`config.mk`:
```
export PLATFORM = sky130hd
export DESIGN_NAME = sbcms_mode_fsm
export DESIGN_NICKNAME = d
export VERILOG_FILES = /design/src/hdl/sbcms_pkg.sv /design/src/hdl/sbcms_mode_fsm.sv
export SDC_FILE = /design/constraint.sdc
export NUM_CORES = 1
export LEC_CHECK = 0
export ABC_AREA = 1
export BUFFER_PORTS_ARGS = -buffer_cell sky130_fd_sc_hd__buf_2
export CORE_ASPECT_RATIO = 0.8
export CORE_UTILIZATION = 60
export CTS_CLUSTER_DIAMETER = 30
export DETAILED_ROUTE_END_ITERATION = 10
export GPL_ROUTABILITY_DRIVEN = 1
export PLACE_DENSITY = 0.81
export SLEW_MARGIN = 20
export SYNTH_ARGS = -nofsm -noshare
export SYNTH_HDL_FRONTEND = slang
export SYNTH_SLANG_ARGS = --single-unit
```
`constraint.sdc`:
```
create_clock -name clk_i -period 2.3 [get_ports clk_i]
set_clock_uncertainty 0.05 [all_clocks]
set_input_delay 0.575 -clock clk_i [delete_from_list [all_inputs] [get_ports clk_i]]
set_output_delay 0.575 -clock clk_i [all_outputs]
set_load 0.01 [all_outputs]
```
`src/hdl/sbcms_pkg.sv`:
```
// sbcms_pkg: constants and types of the operating-mode state machine
// assumes a 100 MHz system clock feeding the controller
package sbcms_pkg;

   // -----------------------------------------------------------------
   // mode-select codes written by the host
   // -----------------------------------------------------------------
   localparam logic [1:0] MSEL_STANDBY   = 2'h0;
   localparam logic [1:0] MSEL_SLEEP     = 2'h1;
   localparam logic [1:0] MSEL_NORMAL_NC = 2'h2; // can regulator off
   localparam logic [1:0] MSEL_NORMAL_C  = 2'h3; // can regulator on

   // -----------------------------------------------------------------
   // transceiver power states
   // -----------------------------------------------------------------
   localparam logic [1:0] XCVR_OFF    = 2'h0; // high-resistive
   localparam logic [1:0] XCVR_LOWPWR = 2'h1; // wake-up detection
   localparam logic [1:0] XCVR_ACTIVE = 2'h2;

   // -----------------------------------------------------------------
   // watchdog states
   // -----------------------------------------------------------------
   localparam logic [1:0] WDOG_OFF     = 2'h0;
   localparam logic [1:0] WDOG_TIMEOUT = 2'h1;
   localparam logic [1:0] WDOG_WINDOW  = 2'h2;

   // -----------------------------------------------------------------
   // reset pulse timing
   // -----------------------------------------------------------------
   localparam int CLK_PERIOD_NS    = 10;
   localparam int SHORT_RST_US     = 3600; // 3.6 ms least width
   localparam int SHORT_RST_CYC    =
      (SHORT_RST_US * 1000 + CLK_PERIOD_NS - 1) / CLK_PERIOD_NS;
   localparam int LONG_RST_US      = 40000; // plain default
   localparam int LONG_RST_CYC     =
      (LONG_RST_US * 1000 + CLK_PERIOD_NS - 1) / CLK_PERIOD_NS;
   localparam int RST_CNT_W        = 24;

   // -----------------------------------------------------------------
   // operating modes, one-hot
   // -----------------------------------------------------------------
   typedef enum logic [4:0] {
      SBCMS_OFF      = 5'h01,
      SBCMS_STANDBY  = 5'h02,
      SBCMS_NORMAL   = 5'h04,
      SBCMS_SLEEP    = 5'h08,
      SBCMS_OVERTEMP = 5'h10
   } sbcms_mode_t;

endpackage

```
`src/hdl/sbcms_mode_fsm.sv`:
```
// sbcms_mode_fsm: operating-mode controller of the system basis chip
// assumes all inputs but reset_line_n_i synchronous to clk_i; analog detectors upstream
`timescale 1ns/1ps

// Behaviour
// RULE1 - battery loss forces Off, all disabled
// RULE2 - battery return: Standby with reset pulse
// RULE3 - Sleep wake-up: Standby, reset, code 00
// RULE4 - temperature recovery: Standby with reset pulse
// RULE5 - Normal to Standby on 00 or reset
// RULE6 - Standby: main regulator, transceivers lowpower/off
// RULE7 - Standby watchdog Timeout or Off
// RULE8 - codes 10/11 select Normal, can regulator
// RULE9 - code 01 requests Sleep
// RULE10 - overtemperature from Normal/Standby enters Overtemp
// RULE11 - Normal: can active or lowpower by bit
// RULE12 - Normal: each lin active or lowpower
// RULE13 - Sleep needs no interrupt, wake, source
// RULE14 - refused Sleep gives short reset pulse
// RULE15 - Sleep: regulators off, transceivers off/lowpower
// RULE16 - Sleep: watchdog stopped, reset low
// RULE17 - Overtemp: regulators off, buses high-resistive
// RULE18 - Overtemp entry: reset low, limp set
// RULE19 - watchdog mode control picks watchdog mode
// RULE20 - disable pin stops watchdog, software reset
// RULE21 - power-off beats every other trigger
module sbcms_mode_fsm #(
   parameter int SHORT_CYC = sbcms_pkg::SHORT_RST_CYC,
   parameter int LONG_CYC  = sbcms_pkg::LONG_RST_CYC
) (
   // clock, reset, enable
   input  wire logic       clk_i,
   input  wire logic       reset_line_n_i,
   input  wire logic       ce_i,
   // supply and temperature detectors
   input  wire logic       bat_poff_i,
   input  wire logic       bat_pon_i,
   input  wire logic       otp_act_i,
   input  wire logic       otp_rel_i,
   // host mode control
   input  wire logic       mode_wr_i,
   input  wire logic [1:0] mode_wdata_i,
   input  wire logic       long_rst_sel_i,
   input  wire logic       ext_reset_i,
   // configuration
   input  wire logic       can_lowpower_select_i,
   input  wire logic       lin1_lowpower_select_i,
   input  wire logic       lin2_lowpower_select_i,
   input  wire logic       watchdog_mode_control_i,
   input  wire logic       watchdog_disable_pin_i,
   // sleep entry conditions and wake-up event
   input  wire logic       interrupt_out_n_i,
   input  wire logic       wake_pending_i,
   input  wire logic       wake_src_en_i,
   input  wire logic       wake_event_i,
   // outputs
   output logic [4:0]      mode_o,
   output logic [1:0]      mode_select_field_o,
   output logic            main_regulator_o,
   output logic            can_regulator_o,
   output logic [1:0]      can_state_o,
   output logic [1:0]      lin1_state_o,
   output logic [1:0]      lin2_state_o,
   output logic [1:0]      wdog_state_o,
   output logic            watchdog_off_status_o,
   output logic            reset_line_n_o,
   output logic            limp_home_control_o,
   output logic            limp_n_o
);

   // -----------------------------------------------------------------
   // state
   // -----------------------------------------------------------------
   typedef struct packed {
      sbcms_pkg::sbcms_mode_t            mode;
      logic [1:0]                        msel;
      logic                              v2;
      logic [sbcms_pkg::RST_CNT_W-1:0]   rcnt;
      logic                              limp_home_control;
      logic                              limp_n;
      logic                              wdis_q;
      logic                              main_reg;
      logic [1:0]                        can_st;
      logic [1:0]                        lin1_st;
      logic [1:0]                        lin2_st;
      logic [1:0]                        wd_st;
      logic                              rst_n;
   } sbcms_state_t;

   sbcms_state_t st;
   sbcms_state_t next_st;

   // pulse length for system resets triggered here
   function automatic logic [sbcms_pkg::RST_CNT_W-1:0] rst_len(
      input logic long_sel);
      rst_len = long_sel ? sbcms_pkg::RST_CNT_W'(LONG_CYC)
                         : sbcms_pkg::RST_CNT_W'(SHORT_CYC);
   endfunction

   // lowpower bit picks lowpower or the given other state
   function automatic logic [1:0] xcvr(input logic lp,
                                       input logic [1:0] other);
      xcvr = lp ? sbcms_pkg::XCVR_LOWPWR : other;
   endfunction

   logic sleep_ok;
   logic wd_kick;

   // -----------------------------------------------------------------
   // next-state logic
   // -----------------------------------------------------------------
   always_comb
   begin
      next_st = st;
      // RULE13 sleep entry check
      sleep_ok = interrupt_out_n_i && !wake_pending_i && wake_src_en_i;
      wd_kick  = 1'b0;
      if (st.rcnt != '0)
      begin
         next_st.rcnt = st.rcnt - 1'b1;
      end
      next_st.wdis_q = watchdog_disable_pin_i;
      // RULE20 pin rise resets software
      if (watchdog_disable_pin_i && !st.wdis_q)
      begin
         wd_kick = 1'b1;
      end
      // RULE21 power-off first
      if (bat_poff_i)
      begin
         // RULE1 enter off
         next_st.mode = sbcms_pkg::SBCMS_OFF;
         next_st.rcnt = '0;
      end
      else
      begin
         unique case (st.mode)
            sbcms_pkg::SBCMS_OFF:
            begin
               // RULE2 power-on reset
               if (bat_pon_i)
               begin
                  next_st.mode = sbcms_pkg::SBCMS_STANDBY;
                  next_st.msel = sbcms_pkg::MSEL_STANDBY;
                  next_st.rcnt = rst_len(long_rst_sel_i);
               end
            end
            sbcms_pkg::SBCMS_STANDBY, sbcms_pkg::SBCMS_NORMAL:
            begin
               if (otp_act_i)
               begin
                  // RULE10 overtemperature
                  next_st.mode = sbcms_pkg::SBCMS_OVERTEMP;
                  // RULE18 limp set on entry
                  next_st.limp_home_control  = 1'b1;
               end
               else if (wd_kick || (ext_reset_i &&
                        st.mode == sbcms_pkg::SBCMS_NORMAL))
               begin
                  // RULE5 reset returns to standby
                  next_st.mode = sbcms_pkg::SBCMS_STANDBY;
                  next_st.msel = sbcms_pkg::MSEL_STANDBY;
                  if (wd_kick)
                  begin
                     next_st.rcnt = rst_len(long_rst_sel_i);
                  end
               end
               else if (mode_wr_i)
               begin
                  next_st.msel = mode_wdata_i;
                  unique case (mode_wdata_i)
                     // RULE5 host standby
                     sbcms_pkg::MSEL_STANDBY:
                        next_st.mode = sbcms_pkg::SBCMS_STANDBY;
                     // RULE9 sleep request
                     sbcms_pkg::MSEL_SLEEP:
                     begin
                        if (sleep_ok)
                        begin
                           next_st.mode = sbcms_pkg::SBCMS_SLEEP;
                        end
                        else
                        begin
                           // RULE14 refused, short reset
                           next_st.msel = st.msel;
                           next_st.rcnt = sbcms_pkg::RST_CNT_W'(SHORT_CYC);
                        end
                     end
                     default:
                     begin
                        // RULE8 normal, can regulator by code
                        next_st.mode = sbcms_pkg::SBCMS_NORMAL;
                        next_st.v2   = mode_wdata_i[0];
                     end
                  endcase
               end
            end
            sbcms_pkg::SBCMS_SLEEP:
            begin
               // RULE3 wake to standby
               if (wake_event_i)
               begin
                  next_st.mode = sbcms_pkg::SBCMS_STANDBY;
                  next_st.msel = sbcms_pkg::MSEL_STANDBY;
                  next_st.rcnt = rst_len(long_rst_sel_i);
               end
            end
            sbcms_pkg::SBCMS_OVERTEMP:
            begin
               // RULE4 hysteresis release
               if (otp_rel_i)
               begin
                  next_st.mode = sbcms_pkg::SBCMS_STANDBY;
                  next_st.msel = sbcms_pkg::MSEL_STANDBY;
                  next_st.rcnt = rst_len(long_rst_sel_i);
               end
            end
            default:
               next_st.mode = sbcms_pkg::SBCMS_OFF;
         endcase
      end
      // can regulator flag only lives in normal, so its output is a flop
      if (next_st.mode != sbcms_pkg::SBCMS_NORMAL)
      begin
         next_st.v2 = 1'b0;
      end
      // RULE18 limp pin low while control bit set
      next_st.limp_n = !next_st.limp_home_control;
      // outputs decoded from the next mode so they stay registered
      next_st.main_reg = 1'b0;
      next_st.can_st   = sbcms_pkg::XCVR_OFF;
      next_st.lin1_st  = sbcms_pkg::XCVR_OFF;
      next_st.lin2_st  = sbcms_pkg::XCVR_OFF;
      next_st.wd_st    = sbcms_pkg::WDOG_OFF;
      next_st.rst_n    = (next_st.rcnt == '0);
      unique case (next_st.mode)
         sbcms_pkg::SBCMS_STANDBY:
         begin
            // RULE6 standby supplies
            next_st.main_reg = 1'b1;
            next_st.can_st   = xcvr(can_lowpower_select_i,
                                    sbcms_pkg::XCVR_OFF);
            next_st.lin1_st  = xcvr(lin1_lowpower_select_i,
                                    sbcms_pkg::XCVR_OFF);
            next_st.lin2_st  = xcvr(lin2_lowpower_select_i,
                                    sbcms_pkg::XCVR_OFF);
            // RULE7 standby watchdog
            // RULE19 control bit choice
            next_st.wd_st = watchdog_mode_control_i ?
                            sbcms_pkg::WDOG_OFF : sbcms_pkg::WDOG_TIMEOUT;
         end
         sbcms_pkg::SBCMS_NORMAL:
         begin
            next_st.main_reg = 1'b1;
            // RULE11 can by bit
            next_st.can_st  = xcvr(can_lowpower_select_i,
                                   sbcms_pkg::XCVR_ACTIVE);
            // RULE12 each lin by bit
            next_st.lin1_st = xcvr(lin1_lowpower_select_i,
                                   sbcms_pkg::XCVR_ACTIVE);
            next_st.lin2_st = xcvr(lin2_lowpower_select_i,
                                   sbcms_pkg::XCVR_ACTIVE);
            // RULE19 control bit choice
            next_st.wd_st = watchdog_mode_control_i ?
                            sbcms_pkg::WDOG_TIMEOUT : sbcms_pkg::WDOG_WINDOW;
         end
         sbcms_pkg::SBCMS_SLEEP:
         begin
            // RULE15 sleep transceivers
            next_st.can_st  = xcvr(can_lowpower_select_i,
                                   sbcms_pkg::XCVR_OFF);
            next_st.lin1_st = xcvr(lin1_lowpower_select_i,
                                   sbcms_pkg::XCVR_OFF);
            next_st.lin2_st = xcvr(lin2_lowpower_select_i,
                                   sbcms_pkg::XCVR_OFF);
            // RULE16 reset held low
            next_st.rst_n   = 1'b0;
         end
         // RULE17 overtemp all off
         // RULE18 reset low in overtemp
         sbcms_pkg::SBCMS_OVERTEMP:
            next_st.rst_n = 1'b0;
         // RULE1 off keeps all disabled
         sbcms_pkg::SBCMS_OFF:
            next_st.rst_n = 1'b0;
         default:
            next_st.rst_n = 1'b0;
      endcase
      // RULE20 pin overrides watchdog
      if (watchdog_disable_pin_i)
      begin
         next_st.wd_st = sbcms_pkg::WDOG_OFF;
      end
   end

   // -----------------------------------------------------------------
   // state register; ce_i freezes everything
   // -----------------------------------------------------------------
   always_ff @(posedge clk_i or negedge reset_line_n_i)
   begin
      if (!reset_line_n_i)
      begin
         st        <= '0;
         st.mode   <= sbcms_pkg::SBCMS_OFF;
         st.limp_n <= 1'b1;
      end
      else if (ce_i)
      begin
         st <= next_st;
      end
   end

   // outputs straight from flip-flops
   assign mode_o                = st.mode;
   assign mode_select_field_o   = st.msel;
   assign main_regulator_o      = st.main_reg;
   assign can_regulator_o       = st.v2;
   assign can_state_o           = st.can_st;
   assign lin1_state_o          = st.lin1_st;
   assign lin2_state_o          = st.lin2_st;
   assign wdog_state_o          = st.wd_st;
   assign watchdog_off_status_o = st.wdis_q;
   assign reset_line_n_o        = st.rst_n;
   assign limp_home_control_o   = st.limp_home_control;
   assign limp_n_o              = st.limp_n; // own flop, limp active low
endmodule

```
==> results.toml, run 1 <==
[status]
status = "finished, final reports clean"

[floorplan]
coreArea_sq_um = 6100
die_h_um = 74.1
dieArea_sq_um = 6830
start_util = 0.639
die_x_um = 92.1
rows = 25
ioPinCount = 42

[pwr]
p_per_area_nw_per_um2 = 860
internal-power_w = 0.00191
clkPwrFrac = 0.135
finalPower_w = 0.00392
p_leak_nw = 2.35
ir_drop_v = 0.000530
swShare = 0.512
p_comb_frac = 0.601
p_switching_w = 0.00201
pwr-share-seq = 0.264

[timing]
max_freq_ghz = 0.442
slew_headroom = 0.642
worst_pin_slew_ns = 0.537
setup_viol = 0
report.final.hold_viol_count = 0
rsz0062_at_grt = "true"
fin_crit_ns = 2.26
tns_ns = 0
fin_crit_sh = 0.985
slew_viol_final = 0

[global_route]
grt_max_degree = 32
grt_first_pass_wirelength_mm = 18.8
antenna_found_initial = 0
grt.total_usage = 0.357
grt.overflow.total = 0
grt_pass1_vias = 3732

[synthesis]
synth_top_area_frac = 0.276
synth_area_per_cell_sq_um = 6.45
ys_seq_area_frac = 0.289
synthCells = 605
syn_area_sq_um = 3900
synth_cell_types = 42
yosys_warnings = 0
synth_top_area_cell = "dfrtp_1"
synth_seq_cells = 45
ys_top_cells_by_area = "dfrtp_1, nand2_1, nand3_1, nor2_1, inv_1"
syn_nets = 628

[route]
drc_errors = 0
via_per_inst = 5.86
final_antenna_net_count = 0
wl_per_cell_um = 16.3
vias = 4340
routed_wl_mm = 12.1
drtIter0Drc = 556
drt-pass1-iter-count = 6

[setup_path]
worstPathRequired_ns = 2.49
end_kind = "register"
cp_max_fo = 8
cp_common_cell = "nand2_1"
cpPeakStageDelay_ns = 0.47
start_kind = "register"
path_cells = "nor2_4 > nand2_4 > nor2_4 > nand3_4 > nand2_1 > nand3_1 > nand2_1 > nand2_1 > nor2_2 > nand2_1 > nor2_1 > nand2_1 > o21bai_2"
worstSetupPathType = "reg -> reg"
slowest_stage = "dfrtp_2"
cp_data_arrival_time_ns = 2.45

[clocking]
numCtsBuffers = 5
clk_latency_ns = 0.31
clk_path_buf_depth = 2
cts_tree = "done"
h-tree-depth = 2
clk_pin_slew_ns = 0.09
root_buffer = "clkbuf_8"
cts_sinks = 45

[placement]
place.gp.congestion = 0.975
port_buffers = 41
dp_hpwl_mm = 9.18

[finish]
final_common_cell = "nand2_1"
fin_nets = 681
final_cell_mix = "nand2_1, nor2_1, nand3_1"
num_antenna_cells = 0
drive_gt1_frac = 0.296
synthToLayoutAreaGrowth_pct = 16.9

[run]
maxCapViolCount = 0

[worst_hold_path]
worstHoldPathType = "in -> async"
## what timing repair did
| action | in CTS | in global routing |
|---|---|---|
| resized for setup | 1 | 54 |
| buffers inserted | 0 | 5 |
| pin swaps | 0 | 15 |
| cloned | 0 | 1 |
| hold buffers | 0 | 0 |
| hold endpoints to repair | 0 | 0 |
| endpoints found under the setup margin | 1 | 4 |
## synthesized netlist by cell type
master,n
a21boi_1,1
a21oi_1,20
a21oi_2,1
a22o_1,1
a22oi_1,1
a31oi_1,1
buf_2,2
buf_4,15
buf_6,1
clkbuf_1,9
dfrtp_1,43
dfstp_2,2
ha_1,2
inv_1,43
inv_2,14
inv_4,1
nand2_1,199
nand2_2,10
nand2_4,1
nand2_8,1
nand3_1,55
nand3_2,6
nand3_4,3
nand3b_1,2
nand4_1,15
nand4_2,1
nand4_4,1
nor2_1,68
nor2_2,13
nor2_4,12
nor2_8,1
nor3_1,4
o21ai_0,32
o21ai_1,3
o21bai_1,3
o21bai_2,2
o22ai_1,1
o31ai_1,7
o41ai_1,2
or2_1,2
or2_2,3
xor2_1,1
## through the flow
step	worst slack (ns)	instances	util	cell area [sq um]	hold slack, ns
floorplan	0.330	605	-	3900	0.229
global placement	-0.00676	726	0.694	4230	0.406
detailed placement	-0.0392	726	0.694	4230	0.411
CTS	0.0209	734	0.709	4330	0.151
global route	-0.0545	740	0.747	4560	0.167
finish	0.0355	740	0.747	4560	0.147
## flip-flops by register name, summed over array words and instances (netlist names), 2 cells and up
register / flops
st: 24
can_state_o: 2
mode_o: 5
lin1_state_o: 2
lin2_state_o: 2
mode_select_field_o: 2
wdog_state_o: 2
## final timing paths
path | from | end | slack (ns) | cells past startpoint
min in group clk_i | lin1_lowpower_select_i | lin1_state_o[1] | 0.41 | 2
max in group asynchronous | reset_line_n_i | mode_o[0] | 1.42 | 2
worst min-delay path | reset_line_n_i | can_state_o[0] | 0.15 | 1
worst max register to register | st[20] | reset_line_n_o | 0.04 | 13
worst max-delay path | st[20] | reset_line_n_o | 0.04 | 13
worst min register to register | lin1_state_o[0] | lin1_state_o[0] | 0.43 | 2
## kinds of logic after synthesis
| kind of cell | after synthesis | synth area share |
|---|---|---|
| AND/OR/NAND/NOR | 397 | 0.491 |
| buffers and inverters | 85 | 0.0995 |
| AO/OA/AOI/OAI | 75 | 0.112 |
| flip-flops | 45 | 0.289 |
| adder cells (fa/ha/maj) | 2 | 0.00642 |
| XOR/XNOR | 1 | 0.00225 |
## layout make-up
cell class	instances	area (sq um)
Clock buffer	5	68.8
Multi-Input combinational cell	476	2570
Timing Repair Buffer	72	442
Clock inverter	3	21.3
Tap cell	81	101
Fill cell	512	1540
Sequential cell	45	1140
Inverter	58	223
## per-layer routing
metal  global-route usage  up-vias  part of all wire
li1                     -     2059                 -
met5                    0        -                 0
met4               0.0938        0             0.014
met1                0.543     1995              0.45
met3               0.0941       19              0.13
met2                0.498      267              0.40
## power groups by stage
stage,logic [W],clock network (W),registers (W)
finish,0.00236,0.000528,0.00104
global route,0.00257,0.000561,0.00105
CTS,0.00203,0.000530,0.00101
detailed placement,0.00202,0,0.00102
global placement,0.00201,0,0.00102
floorplan,0.00146,0,0.00101
## critical path: cells and delay by family (launching register included)
family	cells	cell delay, ns
flops	1	0.47
simple gates	12	1.54
compound gates	1	0.13
Note: power is estimated with default switching activity, not from simulation.
==> run 2: changes to the inputs <==
--- a/config.mk
+++ b/config.mk
@@ -6,12 +6,14 @@
 export NUM_CORES = 1
 export LEC_CHECK = 0
 export ABC_AREA = 1
+export ABC_CLOCK_PERIOD_IN_PS = 2300
 export BUFFER_PORTS_ARGS = -buffer_cell sky130_fd_sc_hd__buf_2
 export CORE_ASPECT_RATIO = 0.8
 export CORE_UTILIZATION = 60
 export CTS_CLUSTER_DIAMETER = 30
 export DETAILED_ROUTE_END_ITERATION = 10
 export GPL_ROUTABILITY_DRIVEN = 1
+export MAX_ROUTING_LAYER = met4
 export PLACE_DENSITY = 0.81
 export SLEW_MARGIN = 20
 export SYNTH_ARGS = -nofsm -noshare
==> run 2 against run 1 <==
Net effect:
- design area up 0.14%
- count of clock-buffer cells in the layout is the same
- critical path depth increased by 1
- critical path type unchanged
- largest cell class unchanged
- largest power group unchanged
- highest routed layer unchanged
==> results.toml, run 2 (same netlist as run 1, synthesis figures left out) <==
[route]
drtIter0Drc = 490
final_antenna_net_count = 0
via_per_inst = 5.89
drt-pass1-iter-count = 7
drc_errors = 0
vias = 4397
wl_per_cell_um = 16.5
routed_wl_mm = 12.3

[clocking]
cts_sinks = 45
clk_latency_ns = 0.31
clk_path_buf_depth = 2
cts_tree = "done"
root_buffer = "clkbuf_8"
numCtsBuffers = 5
h-tree-depth = 2
clk_pin_slew_ns = 0.10

[finish]
final_common_cell = "nand2_1"
largest_reg_flops = 24
drive_gt1_frac = 0.278
synthToLayoutAreaGrowth_pct = 17.0
fillers = 540
fin_nets = 687
top_register = "st"
design_area_sq_um = 4560
num_antenna_cells = 0
final_cell_mix = "nand2_1, nor2_1, nand3_1"

[pwr]
p_comb_frac = 0.604
clkPwrFrac = 0.141
pwr-share-seq = 0.255
p_per_area_nw_per_um2 = 871
swShare = 0.510
internal-power_w = 0.00195
p_leak_nw = 2.39
ir_drop_v = 0.000683
p_switching_w = 0.00203

[global_route]
grt_max_degree = 49
grt.total_usage = 0.379
grt_pass1_vias = 3698
grt_first_pass_wirelength_mm = 19.0
antenna_found_initial = 0
grt.overflow.total = 0

[floorplan]
ioPinCount = 42
rows = 25
start_util = 0.639
die_h_um = 74.1
die_x_um = 92.1
dieArea_sq_um = 6830
coreArea_sq_um = 6100

[timing]
slew_headroom = 0.589
setup_viol = 0
worst_pin_slew_ns = 0.617
finalWorstSetupSlack_ns = 0.0429
fin_crit_sh = 0.981
fin_crit_ns = 2.26
rsz0062_at_grt = "true"
max_freq_ghz = 0.443
report.final.hold_viol_count = 0
slew_viol_final = 0

[status]
status = "finished, final reports clean"

[placement]
port_buffers = 41
pre_cts_ws_ns = -0.0931
place.gp.congestion = 0.995
place_area_sq_um = 4290
dp_hpwl_mm = 9.41

[setup_path]
worstPathRequired_ns = 2.50
worstSetupPathType = "reg -> reg"
cp_max_fo = 7
reg2reg_depth = 14
end_kind = "register"
start_kind = "register"
cp_data_arrival_time_ns = 2.45

[run]
maxCapViolCount = 0

[worst_hold_path]
worstHoldPathType = "in -> async"
run 2: cell count changes in the layout (fill, tap and decap cells not counted), sizes merged:
cell	change
buf	+6
inv	+2
clkinv	-1
clkinvlp	-1
run 2: critical path, stage by stage (launching register included):
cell,delay (ns)
dfrtp_1,0.41
inv_1,0.12
ha_2,0.23
nand2_2,0.07
nor2_4,0.16
nand3_2,0.22
nand3_2,0.16
nand2_1,0.08
a21oi_1,0.16
nand2_1,0.09
nand2_1,0.09
nand2_1,0.06
nor2_1,0.10
nand2_1,0.07
o21bai_2,0.12
run 2: per-layer routing:
metal  GRT usage  part of all wire
met1       0.555              0.44
met2       0.531              0.41
met3      0.0900              0.13
met4      0.0747             0.018
met5           -                 0
run 2: cell type report:
type / instances / area (sq um) / area share
multi-input combinational: 476 / 2510 / 0.549
tap: 81 / 101 / 0.0222
inverter: 58 / 220 / 0.0482
clock inverter: 3 / 28.8 / 0.00630
sequential: 45 / 1130 / 0.248
clock buffer: 5 / 68.8 / 0.0151
timing repair buffer: 78 / 508 / 0.111
run 2: final timing paths:
| kind | from | end | slack (ns) |
|---|---|---|---|
| worst max-delay path | st[14] | reset_line_n_o | 0.04 |
| worst min-delay path | reset_line_n_i | lin2_state_o[0] | 0.21 |
| worst min register to register | limp_n_o | limp_n_o | 0.43 |
| max in group asynchronous | reset_line_n_i | limp_n_o | 1.37 |
| worst max register to register | st[14] | reset_line_n_o | 0.04 |
| min in group clk_i | can_lowpower_select_i | can_state_o[1] | 0.41 |
run 2: power groups by stage:
stage                     registers, W  clock network [W]  logic, W
after floorplan                0.00101                  0   0.00146
after global placement        0.000999                  0   0.00209
after detailed placement       0.00101                  0   0.00211
after CTS                     0.000991           0.000576   0.00212
after global routing           0.00102           0.000594   0.00260
final                          0.00101           0.000562   0.00240
run 2: through the flow:
step / instances / utilization / hold slack (ns) / power [W] / TNS [ns]
final: 746 / 0.748 / 0.212 / 0.00398 / 0
after global routing: 746 / 0.748 / 0.254 / 0.00422 / -0.0487
after CTS: 738 / 0.719 / 0.218 / 0.00368 / 0
after detailed placement: 730 / 0.703 / 0.409 / 0.00311 / -0.0931
after global placement: 730 / 0.703 / 0.405 / 0.00309 / -0.0319
after floorplan: 605 / - / 0.229 / 0.00248 / 0
run 2: what timing repair did:
action | in CTS | in global routing
hold buffers | 0 | 0
setup endpoints to repair | 0 | 3
buffers inserted | 0 | 7
resized for setup | 0 | 34
